[src/design/cdfs_pkg.sv]
package cdfs_pkg;
    // ==========================================
    // Widths and register map
    localparam int DATA_W = 32;
    localparam int ACC_W = 40;
    localparam int NREG = 8;
    localparam logic [7:0] ADDR_STATUS = 8'h00;
    localparam logic [7:0] ADDR_RESULT = 8'h04;
    localparam logic [7:0] ADDR_ACC0_X = 8'h08;
    localparam logic [7:0] ADDR_ACC1_X = 8'h0C;
    localparam logic [7:0] ADDR_DREG_BASE = 8'h20;
    localparam logic [9:0] STATUS_RST = 10'h000;
    localparam logic [31:0] RESULT_RST = 32'h0000_0000;
    localparam logic [39:0] ACC_RST = 40'h00_0000_0000;
    localparam logic [31:0] DREG_RST = 32'h0000_0000;

    // ==========================================
    // Operations from the decoder
    typedef enum logic [4:0] {
        CDFS_NOP = 5'h00, CDFS_MOV = 5'h01, CDFS_MOVCC = 5'h02,
        CDFS_EXT_HALF = 5'h03, CDFS_EXT_BYTE = 5'h04, CDFS_ADD = 5'h05,
        CDFS_SUB = 5'h06, CDFS_AND = 5'h07, CDFS_DIVSTEP = 5'h08,
        CDFS_MUL = 5'h09, CDFS_ACC_TO_REG = 5'h0A, CDFS_ACC_PAIR = 5'h0B,
        CDFS_LSHIFT = 5'h0C, CDFS_ASHIFT = 5'h0D, CDFS_EXP = 5'h0E,
        CDFS_LOAD = 5'h0F, CDFS_ACC_LO_LD = 5'h10, CDFS_ACC_HI_LD = 5'h11
    } cdfs_opcode_t;

    typedef struct packed {
        logic valid;
        cdfs_opcode_t op;
        logic [2:0] dst;
        logic [2:0] src0;
        logic [2:0] src1;
        logic alu1;
        logic half;
        logic frac;
        logic sgn0;
        logic sgn1;
        logic cc_inv;
        logic [4:0] shamt;
        logic [1:0] byte_off;
    } cdfs_op_t;

    typedef struct packed {
        logic transfer_sticky_overflow;
        logic transfer_overflow_flag;
        logic alu1_sticky_overflow;
        logic alu1_overflow_flag;
        logic alu0_sticky_overflow;
        logic alu0_overflow_flag;
        logic alu1_carry_flag;
        logic alu0_carry_flag;
        logic negative_flag;
        logic zero_flag;
    } cdfs_flags_t;
endpackage : cdfs_pkg

[src/design/cdfs_core.sv]
// Design decisions made here: the Wishbone interface to the registers and the address map.
`timescale 1ns/100ps
module cdfs_core #(
    parameter int NREG = cdfs_pkg::NREG
) (
    // Clock and reset
    input wire logic clk_i,
    input wire logic rst_i,
    // Wishbone slave
    input wire logic [7:0] wb_adr_i,
    input wire logic [31:0] wb_dat_i,
    input wire logic [3:0] wb_sel_i,
    input wire logic wb_we_i,
    input wire logic wb_cyc_i,
    input wire logic wb_stb_i,
    output logic [31:0] wb_dat_o,
    output logic wb_ack_o,
    // Decoder side
    input wire cdfs_pkg::cdfs_op_t op_i,
    input wire logic condition_flag_i,
    input wire logic [31:0] mem_rdata_i,
    output logic [31:0] result_o,
    output cdfs_pkg::cdfs_flags_t flags_o
);
    // ==========================================
    // State
    logic [31:0] dreg_ff [NREG];
    logic [39:0] acc_ff [2];
    logic [31:0] result_ff;
    cdfs_pkg::cdfs_flags_t flags_ff;
    logic ack_ff;
    logic [31:0] rdat_ff;

    // ==========================================
    // Operand fetch and helpers
    logic [31:0] rd0;
    logic [31:0] rd1;
    logic [32:0] add33;
    logic [32:0] sub33;
    logic [16:0] add17;
    logic [16:0] sub17;
    logic signed [16:0] mop0;
    logic signed [16:0] mop1;
    logic signed [33:0] prod34;
    logic [31:0] prod;
    logic [39:0] acc_prod;
    logic [7:0] mem_byte;
    logic [15:0] mem_half;
    logic acc0_fits;
    logic acc1_fits;
    logic wr_stat;

    assign rd0 = dreg_ff[op_i.src0];
    assign rd1 = dreg_ff[op_i.src1];
    assign add33 = {1'b0, rd0} + {1'b0, rd1};
    assign sub33 = {1'b0, rd0} - {1'b0, rd1};
    assign add17 = {1'b0, rd0[15:0]} + {1'b0, rd1[15:0]};
    assign sub17 = {1'b0, rd0[15:0]} - {1'b0, rd1[15:0]};
    // Fractions forced signed; per-operand choice otherwise
    assign mop0 = {(op_i.sgn0 | op_i.frac) & rd0[15], rd0[15:0]};
    assign mop1 = {(op_i.sgn1 | op_i.frac) & rd1[15], rd1[15:0]};
    assign prod34 = mop0 * mop1;
    assign prod = prod34[31:0];
    // Signed product widened, shifted only in fractional mode
    assign acc_prod = op_i.frac ? {{7{prod[31]}}, prod, 1'b0} : {{8{prod[31]}}, prod};
    // Lane zero is the lowest address
    assign mem_byte = mem_rdata_i[8 * op_i.byte_off +: 8];
    assign mem_half = mem_rdata_i[16 * op_i.byte_off[1] +: 16];
    assign acc0_fits = &acc_ff[0][39:31] | ~|acc_ff[0][39:31];
    assign acc1_fits = &acc_ff[1][39:31] | ~|acc_ff[1][39:31];
    assign wr_stat = wb_cyc_i & wb_stb_i & wb_we_i & ack_ff & (wb_adr_i == cdfs_pkg::ADDR_STATUS);

    // Redundant sign bits of a two's complement word
    function automatic logic [4:0] cdfs_exp(input logic [31:0] v);
        logic [4:0] n;
        logic run;
        n = 5'h00;
        run = 1'b1;
        for (int i = 30; i >= 0; i--)
        begin
            if (run && v[i] == v[31])
                n = n + 5'h01;
            else
                run = 1'b0;
        end
        return n;
    endfunction : cdfs_exp

    // ==========================================
    // Next-state decode
    logic we0, we1, acc_we, acc_idx;
    logic [2:0] widx0, widx1;
    logic [31:0] wval0, wval1;
    logic [39:0] acc_val;
    logic upd_z, upd_n, upd_c, upd_av, upd_v;
    logic nxt_z, nxt_n, nxt_c, nxt_av, nxt_v;

    always_comb
    begin
        we0 = 1'b0;
        we1 = 1'b0;
        widx0 = op_i.dst;
        widx1 = op_i.src1;
        wval0 = rd0;
        wval1 = acc_ff[1][31:0];
        acc_we = 1'b0;
        acc_idx = op_i.alu1;
        acc_val = acc_ff[op_i.alu1];
        upd_z = 1'b0;
        upd_n = 1'b0;
        upd_c = 1'b0;
        upd_av = 1'b0;
        upd_v = 1'b0;
        nxt_c = 1'b0;
        nxt_av = 1'b0;
        nxt_v = 1'b0;
        if (op_i.valid)
        begin
            unique case (op_i.op)
                cdfs_pkg::CDFS_MOV:
                    we0 = 1'b1;
                cdfs_pkg::CDFS_MOVCC:
                    we0 = condition_flag_i ^ op_i.cc_inv;
                cdfs_pkg::CDFS_EXT_HALF:
                begin
                    we0 = 1'b1;
                    upd_z = 1'b1;
                    wval0 = {{16{op_i.sgn0 & rd0[15]}}, rd0[15:0]};
                end
                cdfs_pkg::CDFS_EXT_BYTE:
                begin
                    we0 = 1'b1;
                    upd_z = 1'b1;
                    wval0 = {{24{op_i.sgn0 & rd0[7]}}, rd0[7:0]};
                end
                cdfs_pkg::CDFS_LOAD:
                begin
                    we0 = 1'b1;
                    // Whole word when fractional
                    if (op_i.frac)
                        wval0 = mem_rdata_i;
                    else if (op_i.half)
                        wval0 = {{16{op_i.sgn0 & mem_half[15]}}, mem_half};
                    else
                        wval0 = {{24{op_i.sgn0 & mem_byte[7]}}, mem_byte};
                end
                cdfs_pkg::CDFS_ADD, cdfs_pkg::CDFS_SUB:
                begin
                    we0 = 1'b1;
                    upd_z = 1'b1;
                    upd_n = 1'b1;
                    upd_c = 1'b1;
                    upd_av = 1'b1;
                    if (op_i.half)
                    begin
                        wval0 = {rd0[31:16],
                            (op_i.op == cdfs_pkg::CDFS_ADD) ? add17[15:0] : sub17[15:0]};
                        nxt_c = (op_i.op == cdfs_pkg::CDFS_ADD) ? add17[16] : ~sub17[16];
                        nxt_av = (op_i.op == cdfs_pkg::CDFS_ADD)
                            ? (rd0[15] == rd1[15]) && (add17[15] != rd0[15])
                            : (rd0[15] != rd1[15]) && (sub17[15] != rd0[15]);
                    end
                    else
                    begin
                        wval0 = (op_i.op == cdfs_pkg::CDFS_ADD) ? add33[31:0] : sub33[31:0];
                        nxt_c = (op_i.op == cdfs_pkg::CDFS_ADD) ? add33[32] : ~sub33[32];
                        nxt_av = (op_i.op == cdfs_pkg::CDFS_ADD)
                            ? (rd0[31] == rd1[31]) && (add33[31] != rd0[31])
                            : (rd0[31] != rd1[31]) && (sub33[31] != rd0[31]);
                    end
                end
                cdfs_pkg::CDFS_AND:
                begin
                    we0 = 1'b1;
                    upd_z = 1'b1;
                    upd_n = 1'b1;
                    wval0 = rd0 & rd1;
                end
                cdfs_pkg::CDFS_DIVSTEP:
                begin
                    we0 = 1'b1;
                    upd_n = 1'b1;
                    wval0 = {rd0[30:0], ~(rd0[31] ^ rd1[31])};
                end
                cdfs_pkg::CDFS_MUL:
                begin
                    acc_we = 1'b1;
                    acc_val = acc_prod;
                    upd_z = 1'b1;
                    upd_n = 1'b1;
                end
                cdfs_pkg::CDFS_ACC_TO_REG:
                begin
                    we0 = 1'b1;
                    upd_z = 1'b1;
                    upd_n = 1'b1;
                    widx0 = {op_i.dst[2:1], op_i.alu1};
                    wval0 = acc_ff[op_i.alu1][31:0];
                end
                cdfs_pkg::CDFS_ACC_PAIR:
                begin
                    we0 = 1'b1;
                    we1 = 1'b1;
                    upd_z = 1'b1;
                    upd_v = 1'b1;
                    widx0 = {op_i.dst[2:1], 1'b0};
                    widx1 = {op_i.src1[2:1], 1'b1};
                    wval0 = acc_ff[0][31:0];
                    nxt_v = ~acc0_fits | ~acc1_fits;
                end
                cdfs_pkg::CDFS_LSHIFT:
                begin
                    we0 = 1'b1;
                    upd_z = 1'b1;
                    wval0 = rd0 >> op_i.shamt;
                end
                cdfs_pkg::CDFS_ASHIFT:
                begin
                    we0 = 1'b1;
                    upd_z = 1'b1;
                    upd_n = 1'b1;
                    wval0 = $signed(rd0) >>> op_i.shamt;
                end
                cdfs_pkg::CDFS_EXP:
                begin
                    we0 = 1'b1;
                    wval0 = {27'h0000000, cdfs_exp(rd0)};
                end
                cdfs_pkg::CDFS_ACC_LO_LD:
                begin
                    acc_we = 1'b1;
                    upd_z = 1'b1;
                    acc_val = {acc_ff[op_i.alu1][39:16], rd0[15:0]};
                end
                cdfs_pkg::CDFS_ACC_HI_LD:
                begin
                    acc_we = 1'b1;
                    acc_val = {acc_ff[op_i.alu1][39:32], rd0[31:16], acc_ff[op_i.alu1][15:0]};
                end
                default:
                    we0 = 1'b0;
            endcase
        end
        nxt_z = acc_we ? (acc_val == 40'h00_0000_0000)
                       : (op_i.half ? wval0[15:0] == 16'h0000 : wval0 == 32'h0000_0000);
        // Sign read from the result MSB
        nxt_n = acc_we ? acc_val[39] : (op_i.half ? wval0[15] : wval0[31]);
        if (we1 && !we0)
            nxt_z = 1'b0;
    end

    // ==========================================
    // Data registers
    always_ff @(posedge clk_i)
    begin
        if (rst_i)
        begin
            for (int i = 0; i < NREG; i++)
                dreg_ff[i] <= cdfs_pkg::DREG_RST;
            result_ff <= cdfs_pkg::RESULT_RST;
        end
        else
        begin
            if (we0)
            begin
                dreg_ff[widx0] <= wval0;
                result_ff <= wval0;
            end
            if (we1)
                dreg_ff[widx1] <= wval1;
        end
    end

    // ==========================================
    // Accumulators
    always_ff @(posedge clk_i)
    begin
        if (rst_i)
        begin
            acc_ff[0] <= cdfs_pkg::ACC_RST;
            acc_ff[1] <= cdfs_pkg::ACC_RST;
        end
        else if (acc_we)
            acc_ff[acc_idx] <= acc_val;
    end

    // ==========================================
    // Status flags, hardware set beats software write
    always_ff @(posedge clk_i)
    begin
        if (rst_i)
            flags_ff <= cdfs_pkg::STATUS_RST;
        else
        begin
            if (wr_stat && wb_sel_i[0])
                flags_ff[7:0] <= wb_dat_i[7:0];
            if (wr_stat && wb_sel_i[1])
                flags_ff[9:8] <= wb_dat_i[9:8];
            if (upd_z)
                flags_ff.zero_flag <= nxt_z;
            if (upd_n)
                flags_ff.negative_flag <= nxt_n;
            if (upd_c && !op_i.alu1)
                flags_ff.alu0_carry_flag <= nxt_c;
            if (upd_c && op_i.alu1)
                flags_ff.alu1_carry_flag <= nxt_c;
            if (upd_av && !op_i.alu1)
                flags_ff.alu0_overflow_flag <= nxt_av;
            if (upd_av && op_i.alu1)
                flags_ff.alu1_overflow_flag <= nxt_av;
            if (upd_av && nxt_av && !op_i.alu1)
                flags_ff.alu0_sticky_overflow <= 1'b1;
            if (upd_av && nxt_av && op_i.alu1)
                flags_ff.alu1_sticky_overflow <= 1'b1;
            if (upd_v)
                flags_ff.transfer_overflow_flag <= nxt_v;
            if (upd_v && nxt_v)
                flags_ff.transfer_sticky_overflow <= 1'b1;
        end
    end

    // ==========================================
    // Wishbone slave, one wait state
    always_ff @(posedge clk_i)
    begin
        if (rst_i)
        begin
            ack_ff <= 1'b0;
            rdat_ff <= 32'h0000_0000;
        end
        else
        begin
            ack_ff <= wb_cyc_i & wb_stb_i & ~ack_ff;
            if (wb_adr_i == cdfs_pkg::ADDR_STATUS)
                rdat_ff <= {22'h000000, flags_ff};
            else if (wb_adr_i == cdfs_pkg::ADDR_RESULT)
                rdat_ff <= result_ff;
            else if (wb_adr_i == cdfs_pkg::ADDR_ACC0_X)
                rdat_ff <= {24'h000000, acc_ff[0][39:32]};
            else if (wb_adr_i == cdfs_pkg::ADDR_ACC1_X)
                rdat_ff <= {24'h000000, acc_ff[1][39:32]};
            else if (wb_adr_i[7:5] == cdfs_pkg::ADDR_DREG_BASE[7:5] && wb_adr_i[1:0] == 2'h0)
                rdat_ff <= dreg_ff[wb_adr_i[4:2]];
            else
                rdat_ff <= 32'h0000_0000;
        end
    end

    assign wb_ack_o = ack_ff;
    assign wb_dat_o = rdat_ff;
    assign result_o = result_ff;
    assign flags_o = flags_ff;

    logic is_op;
    assign is_op = op_i.valid;
endmodule : cdfs_core

[config.mk]
export PLATFORM = sky130hd
export DESIGN_NAME = cdfs_core
export DESIGN_NICKNAME = d
export VERILOG_FILES = /design/src/design/cdfs_pkg.sv /design/src/design/cdfs_core.sv
export SDC_FILE = /design/constraint.sdc
export NUM_CORES = 2
export LEC_CHECK = 0
export ABC_AREA = 1
export BUFFER_PORTS_ARGS = -buffer_cell sky130_fd_sc_hd__buf_2
export CAP_MARGIN = 20
export CELL_PAD_IN_SITES_DETAIL_PLACEMENT = 0
export CELL_PAD_IN_SITES_GLOBAL_PLACEMENT = 1
export CORE_MARGIN = 2
export CORE_UTILIZATION = 51
export CTS_CLUSTER_DIAMETER = 60
export DETAILED_ROUTE_END_ITERATION = 7
export GPL_ROUTABILITY_DRIVEN = 0
export GPL_TIMING_DRIVEN = 1
export PLACE_DENSITY_LB_ADDON = 0.08
export SLEW_MARGIN = 30
export SYNTH_ARGS = -nofsm -noshare
export SYNTH_HDL_FRONTEND = slang
export SYNTH_SLANG_ARGS = --single-unit
[constraint.sdc]
create_clock -name clk_i -period 57.9 [get_ports clk_i]
set_clock_uncertainty 0.05 [all_clocks]
set_input_delay 17.37 -clock clk_i [delete_from_list [all_inputs] [get_ports clk_i]]
set_output_delay 17.37 -clock clk_i [all_outputs]
set_load 0.01 [all_outputs]
[Yosys cells after proc, flatten, opt, wreduce, memory -nomap -nowiden]
Memory sizes are Yosys's and may differ from the RTL's.
Index checks and enable logic that the tools add are counted.
Word-level totals
  logic and storage cells: 475
  bits in latches: 0
  memory bits (writable): 336
  register bits: 75
  memories: 2
  output and inout port bits: 75
  input bits: 110
  bits in read-only memories: 0
Memories
  dreg_ff: depth 8, width 32, read ports 3, clocked after memory_dff 0, wr ports 8, RTL line cdfs_core.sv:27  | logic [31:0] dreg_ff [NREG];
  acc_ff: depth 2, width 40, read ports 3, clocked after memory_dff 0, wr ports 2, RTL line cdfs_core.sv:28  | logic [39:0] acc_ff [2];
Operators by class
  shift operators: 4
  bitwise operators: 25
  multiplexer cells: 261
  equal/unequal tests: 60
  magnitude comparators: 0
  multiply operators: 1
  add/subtract/negate cells: 34
  divide/modulo/power cells: 0
  reductions and logical operators: 74
Operators with widths (count)
  5-bit 2-to-1 mux: 90
  32-bit 2-to-1 mux: 12
  32-bit case mux with 11 select lines: 1
  5-bit by 1-bit adder with 5-bit output (second input constant): 30
  1-bit 2-to-1 mux: 147
  40-bit case mux with 3 select lines: 1
  40-bit 2-to-1 mux: 2
  32-bit OR reduction: 2
  1-bit logical AND: 44
  5-bit by 4-bit equality test with 1-bit output (second input constant): 8
  40-bit logical NOT: 1
  40-bit OR reduction: 1
  32-bit by 32-bit adder with 33-bit output: 1
  1-bit equality test: 33
  32-bit by 32-bit subtractor with 33-bit output: 1
  32-bit bitwise AND: 1
  32-bit logical NOT: 1
  17-bit by 17-bit multiplier with 32-bit output: 1
  32-bit by 6-bit variable part select with 16-bit output: 1
  32-bit by 6-bit variable part select with 8-bit output: 1
  32-bit by 5-bit right shift with 32-bit output: 1
  32-bit by 5-bit >>> shifter with 32-bit output: 1
  5-bit by 3-bit equality test with 1-bit output (second input constant): 4
  9-bit AND reduction: 2
  other kinds (30): 72

[Logic depth before layout (Yosys ltp)]
An unclocked memory read counts as a cell.
  depth after elaboration: 130
  mapped depth: 118
  mapped depth without buffers: 116

[Worst setup path before layout]
Ideal clock, no wire load.
  kind: in2reg
  from: in op_i[16] in the netlist's numbering
  to: reg flags_ff, in the netlist flags_o[0]
  library setup time: 66 ps
  stages: 114
  setup slack: 24287 ps
  data required time: 57784 ps
  buffers on the path: 2
  data arrival time: 33497 ps
  cells stage by stage: buf_6 -> inv_4 -> buf_6 -> nand2_2 -> nand3_2 -> nand2_1 -> nand2_1 -> nand2_4 -> nand3_1 -> nand2_2 -> o21ai_0 -> inv_1 -> ha_1 -> o21ai_1 -> inv_1 -> ha_1 -> o21ai_2 -> inv_1 -> [... 78 more ...] -> or2_2 -> and2_1 -> ha_1 -> nand2_1 -> nand2_1 -> ha_1 -> nor2_1 -> a31oi_1 -> ha_1 -> o21ai_0 -> o21ai_0 -> o21ai_1 -> nand2_1 -> nor2_1 -> nand2_1 -> nand2_1 -> nand2_1 -> a21oi_2
On the way
  word-level cells in the longest chain between the ends: 130
RTL lines
  from (decl): RTL line cdfs_core.sv:19  | input wire cdfs_pkg::cdfs_op_t op_i,
  memory 8 x 32 bit (*)
  1-bit equality test: RTL line cdfs_core.sv:81  | if (run && v[i] == v[31])
  1-bit 2-to-1 mux: RTL line cdfs_core.sv:81
  5-bit 2-to-1 mux or 1-bit 2-to-1 mux (tied branches): RTL line cdfs_core.sv:119  | unique case (op_i.op)
  5-bit 2-to-1 mux or 1-bit 2-to-1 mux (tied branches): RTL line cdfs_core.sv:117  | if (op_i.valid)
  5-bit by 1-bit adder with 5-bit output or 1-bit logical AND (tied branches): RTL line cdfs_core.sv:82, cdfs_core.sv:81
  5-bit 2-to-1 mux or 1-bit 2-to-1 mux (tied branches): RTL line cdfs_core.sv:81
  5-bit 2-to-1 mux or 1-bit 2-to-1 mux (tied branches): RTL line cdfs_core.sv:119
  [... 114 more ...]
  5-bit 2-to-1 mux: RTL line cdfs_core.sv:81
  32-bit case mux with 11 select lines: RTL line cdfs_core.sv:119
  32-bit 2-to-1 mux: RTL line cdfs_core.sv:117
  32-bit logical NOT or 16-bit logical NOT (tied branches): RTL line cdfs_core.sv:245  | : (op_i.half ? wval0[15:0] == 16'h0000 : wval0 == 32'h0000_0000);
  1-bit 2-to-1 mux: RTL line cdfs_core.sv:245
  1-bit 2-to-1 mux (*): RTL line cdfs_core.sv:244  | nxt_z = acc_we ? (acc_val == 40'h00_0000_0000)
  1-bit 2-to-1 mux (*): RTL line cdfs_core.sv:248  | if (we1 && !we0)
  1-bit 2-to-1 mux (*): RTL line cdfs_core.sv:299  | if (upd_z)
  to (signal assigned): RTL line cdfs_core.sv:292  | flags_ff <= cdfs_pkg::STATUS_RST;
  to (decl): RTL line cdfs_core.sv:30  | cdfs_pkg::cdfs_flags_t flags_ff;
Mark *: on every way between the ends. The rest lies on a longest branch, timed or not. The select of a mux whose other input is x is not followed.
A chain may end at the register's enable or synchronous reset.

[Final worst setup path]
  from: in op_i[18] in the netlist's numbering
  to: reg flags_ff, in the netlist flags_o[0]
The elaborated chain is that of the path after synthesis.

==> impl_metrics.tcl <==
set metrics [dict create \
    fp.dieW_um 293 \
    violations "design-rule violations" \
    max_freq_mhz 28.0 \
    fill_cells 7932 \
    hold_viol 0 \
    required_ns 58.30 \
    initialDrtViolationCount 6575 \
    seq_area_frac_synth_pct 27.3 \
    drv_cap 0 \
    wire_per_inst_um 26.1 \
    ant_nets 0 \
    syn2layout_area_growth_pct 7.79 \
    final-seq-area_mm2 0.0116 \
    cts_resized 0 \
    finalSetupViolCount 0 \
    worst_path_max_delay_cell "inv_1" \
    postCtsSetupBuffers 0 \
    finalPower_w 0.00267 \
    insertion_delay_ns 0.57 \
    ir_worst_vdd_mv 0.244 \
    syn_area_mm2 0.0425 \
    nNetsFinal 6323 \
    grt_max_degree 124 \
    grt_pass1_wl_mm 261 \
    syn_avg_cell_area_um2 7.36 \
    numCtsBuffers 41 \
    cts.path.max_buffers 3 \
    place.port_buffers 160 \
    slew_headroom_pct 24.7 \
    power_density_mw_per_mm2 58.3 \
    synth_edf_count 336 \
    synth_top_area_share_pct 23.7 \
    dp_hpwl_mm 128 \
    synthTopCellsByArea "edfxtp_1 24%, fa_1 13%, nand2_1 10%" \
    routed_wl_mm 179 \
    arrival_ns 36.09 \
    synthTopCellsByCount "1,161 x nand2_1, 810 x inv_1, 589 x nor2_1" \
    critPathCaptureType "flip-flop" \
    power.static_leakage_nw 20.2 \
    finalCritPeriodShare_pct 61.6 \
    start_util_pct 51.6 \
    cpPeakStageDelay_ns 0.69 \
    post_synth_num_cell_types 68 \
    firstDrtPassIters 8 \
    ios 185 \
    core.rowCount 105 \
    multiInputGateArea_mm2 0.0267 \
    synthesis.nets 6342 \
    die_area_mm2 0.0857 \
    synth_top_cell_by_area "edfxtp_1" \
    outcome "complete, but fails checks" \
    setup_tns_ns 0 \
    core_region_area_mm2 0.0824 \
    vias 43600 \
    cp_max_fo 37 \
    htreeDepth 2 \
    synth_warnings 0 \
    grt_pass1_vias 40300 \
    rsz0062_at_grt "no" \
    cts_num_sinks 411 \
    async_reset_ff_share_pct 0 \
    path_clk_slew_ns 0.07 \
    crit_type "in2reg" \
    drv_slew 0 \
    vias_per_cell 6.35 \
    cp-start-kind "input pin" \
    tightest_slew_ns 1.13 \
    syn_inst 5774 \
    antenna_found_initial 4 \
    clockRootBuffer "clkbuf_16" \
    ctsHoldBuffers 0 \
    drc_errors 5 \
    ys.flop_type "edfxtp_1" \
    cts_tree "done" \
    yosys_register_bits 411 \
    grtUsageTotal_pct 41.0 \
    fin_crit_ns 35.68 \
    min_path_type "reg2reg" \
    drive_gt1_share_pct 8.55 \
    gr-total-overflow 0 \
    worst_path_most_repeated_cell "nand2_1" \
    die_h_um 293 \
    synth_most_common_cell "nand2_1" \
]
[layout make-up]
class / count / area share, %
multi-input cells: 4191 / 58.2
flip-flops and latches: 411 / 25.3
inverters: 832 / 6.82
repair buffers: 278 / 3.70
well taps: 1070 / 2.92
clock buffers: 58 / 2.56
clock inverters: 18 / 0.491
diodes: 2 / 0.0109
[where the power goes]
| group | switching [W] | internal (W) |
|---|---|---|
| Sequential | 0.00000757 | 0.000331 |
| Combinational | 0.00147 | 0.000577 |
| Clock | 0.000123 | 0.000164 |
[final timing paths]
path / start / end / slack (ns) / cells after the start
max reg2reg: dreg_ff[5][31] / flags_o[0] / 39.73 / 116
min reg2reg: wb_ack_o / wb_ack_o / 0.39 / 1
max: op_i[18] / flags_o[0] / 22.22 / 116
min: wb_ack_o / wb_ack_o / 0.39 / 1
[state kept, by name, summed over array words and instances, names as in the netlist]
| register | flops |
|---|---|
| wb_dat_o | 32 |
| flags_o | 10 |
| dreg_ff | 256 |
| acc_ff | 80 |
| result_o | 32 |
| wb_ack_o | 1 |
[logic make-up after synthesis]
| group | synth area share, % |
|---|---|
| multiplexers | 0.141 |
| flip-flops | 27.3 |
| XOR/XNOR | 1.44 |
| buffers and inverters | 10.5 |
| AO/OA/AOI/OAI | 19.9 |
| AND/OR/NAND/NOR | 22.2 |
| adder cells (fa/ha/maj) | 18.5 |
[metrics by stage]
step	cells	hold WS (ns)	cell area, µm²	utilization [%]	setup WS [ns]
2_1_floorplan	5774	0.431	42500	-	24.29
3_3_place_gp	6782	0.382	44300	53.8	21.87
3_5_place_dp	6782	0.380	44400	53.9	21.78
4_1_cts	6858	0.393	45800	55.6	22.27
5_1_grt	6859	0.414	45800	55.6	20.92
6_report	6860	0.393	45800	55.6	22.22
[cells in the final DEF, fill, tap and decap left out, types with 21 or more instances in the layout]
cell / count
nand2_1: 1153
inv_1: 808
nor2_1: 580
o21ai_0: 422
a21oi_1: 354
edfxtp_1: 336
nand3_1: 294
fa_1: 284
o22ai_1: 192
ha_1: 174
o211ai_1: 170
buf_2: 158
buf_4: 119
dfxtp_1: 75
nand4_1: 65
a221oi_1: 51
clkbuf_16: 43
nand2_2: 38
o221ai_1: 37
xor2_1: 36
nor3_1: 29
nand3_2: 27
or2_2: 26
xnor2_1: 23
a31oi_1: 21
[layer usage]
layer	global-route usage, %	vias up	wire length, µm
li1	-	19400	-
met1	55.9	20400	68500
met2	59.5	3213	73600
met3	11.0	616	25600
met4	21.3	6	11600
met5	0	-	37
[worst max-delay path, delay by kind of cell]
| kind | cells | cell delay, ns |
|---|---|---|
| AOI/OAI and AO/OA | 7 | 1.12 |
| and+or+nand+nor | 61 | 7.54 |
| adders and majority gates | 28 | 7.34 |
| buffers and inverters | 20 | 2.63 |
(Power assumes the default switching activity.)
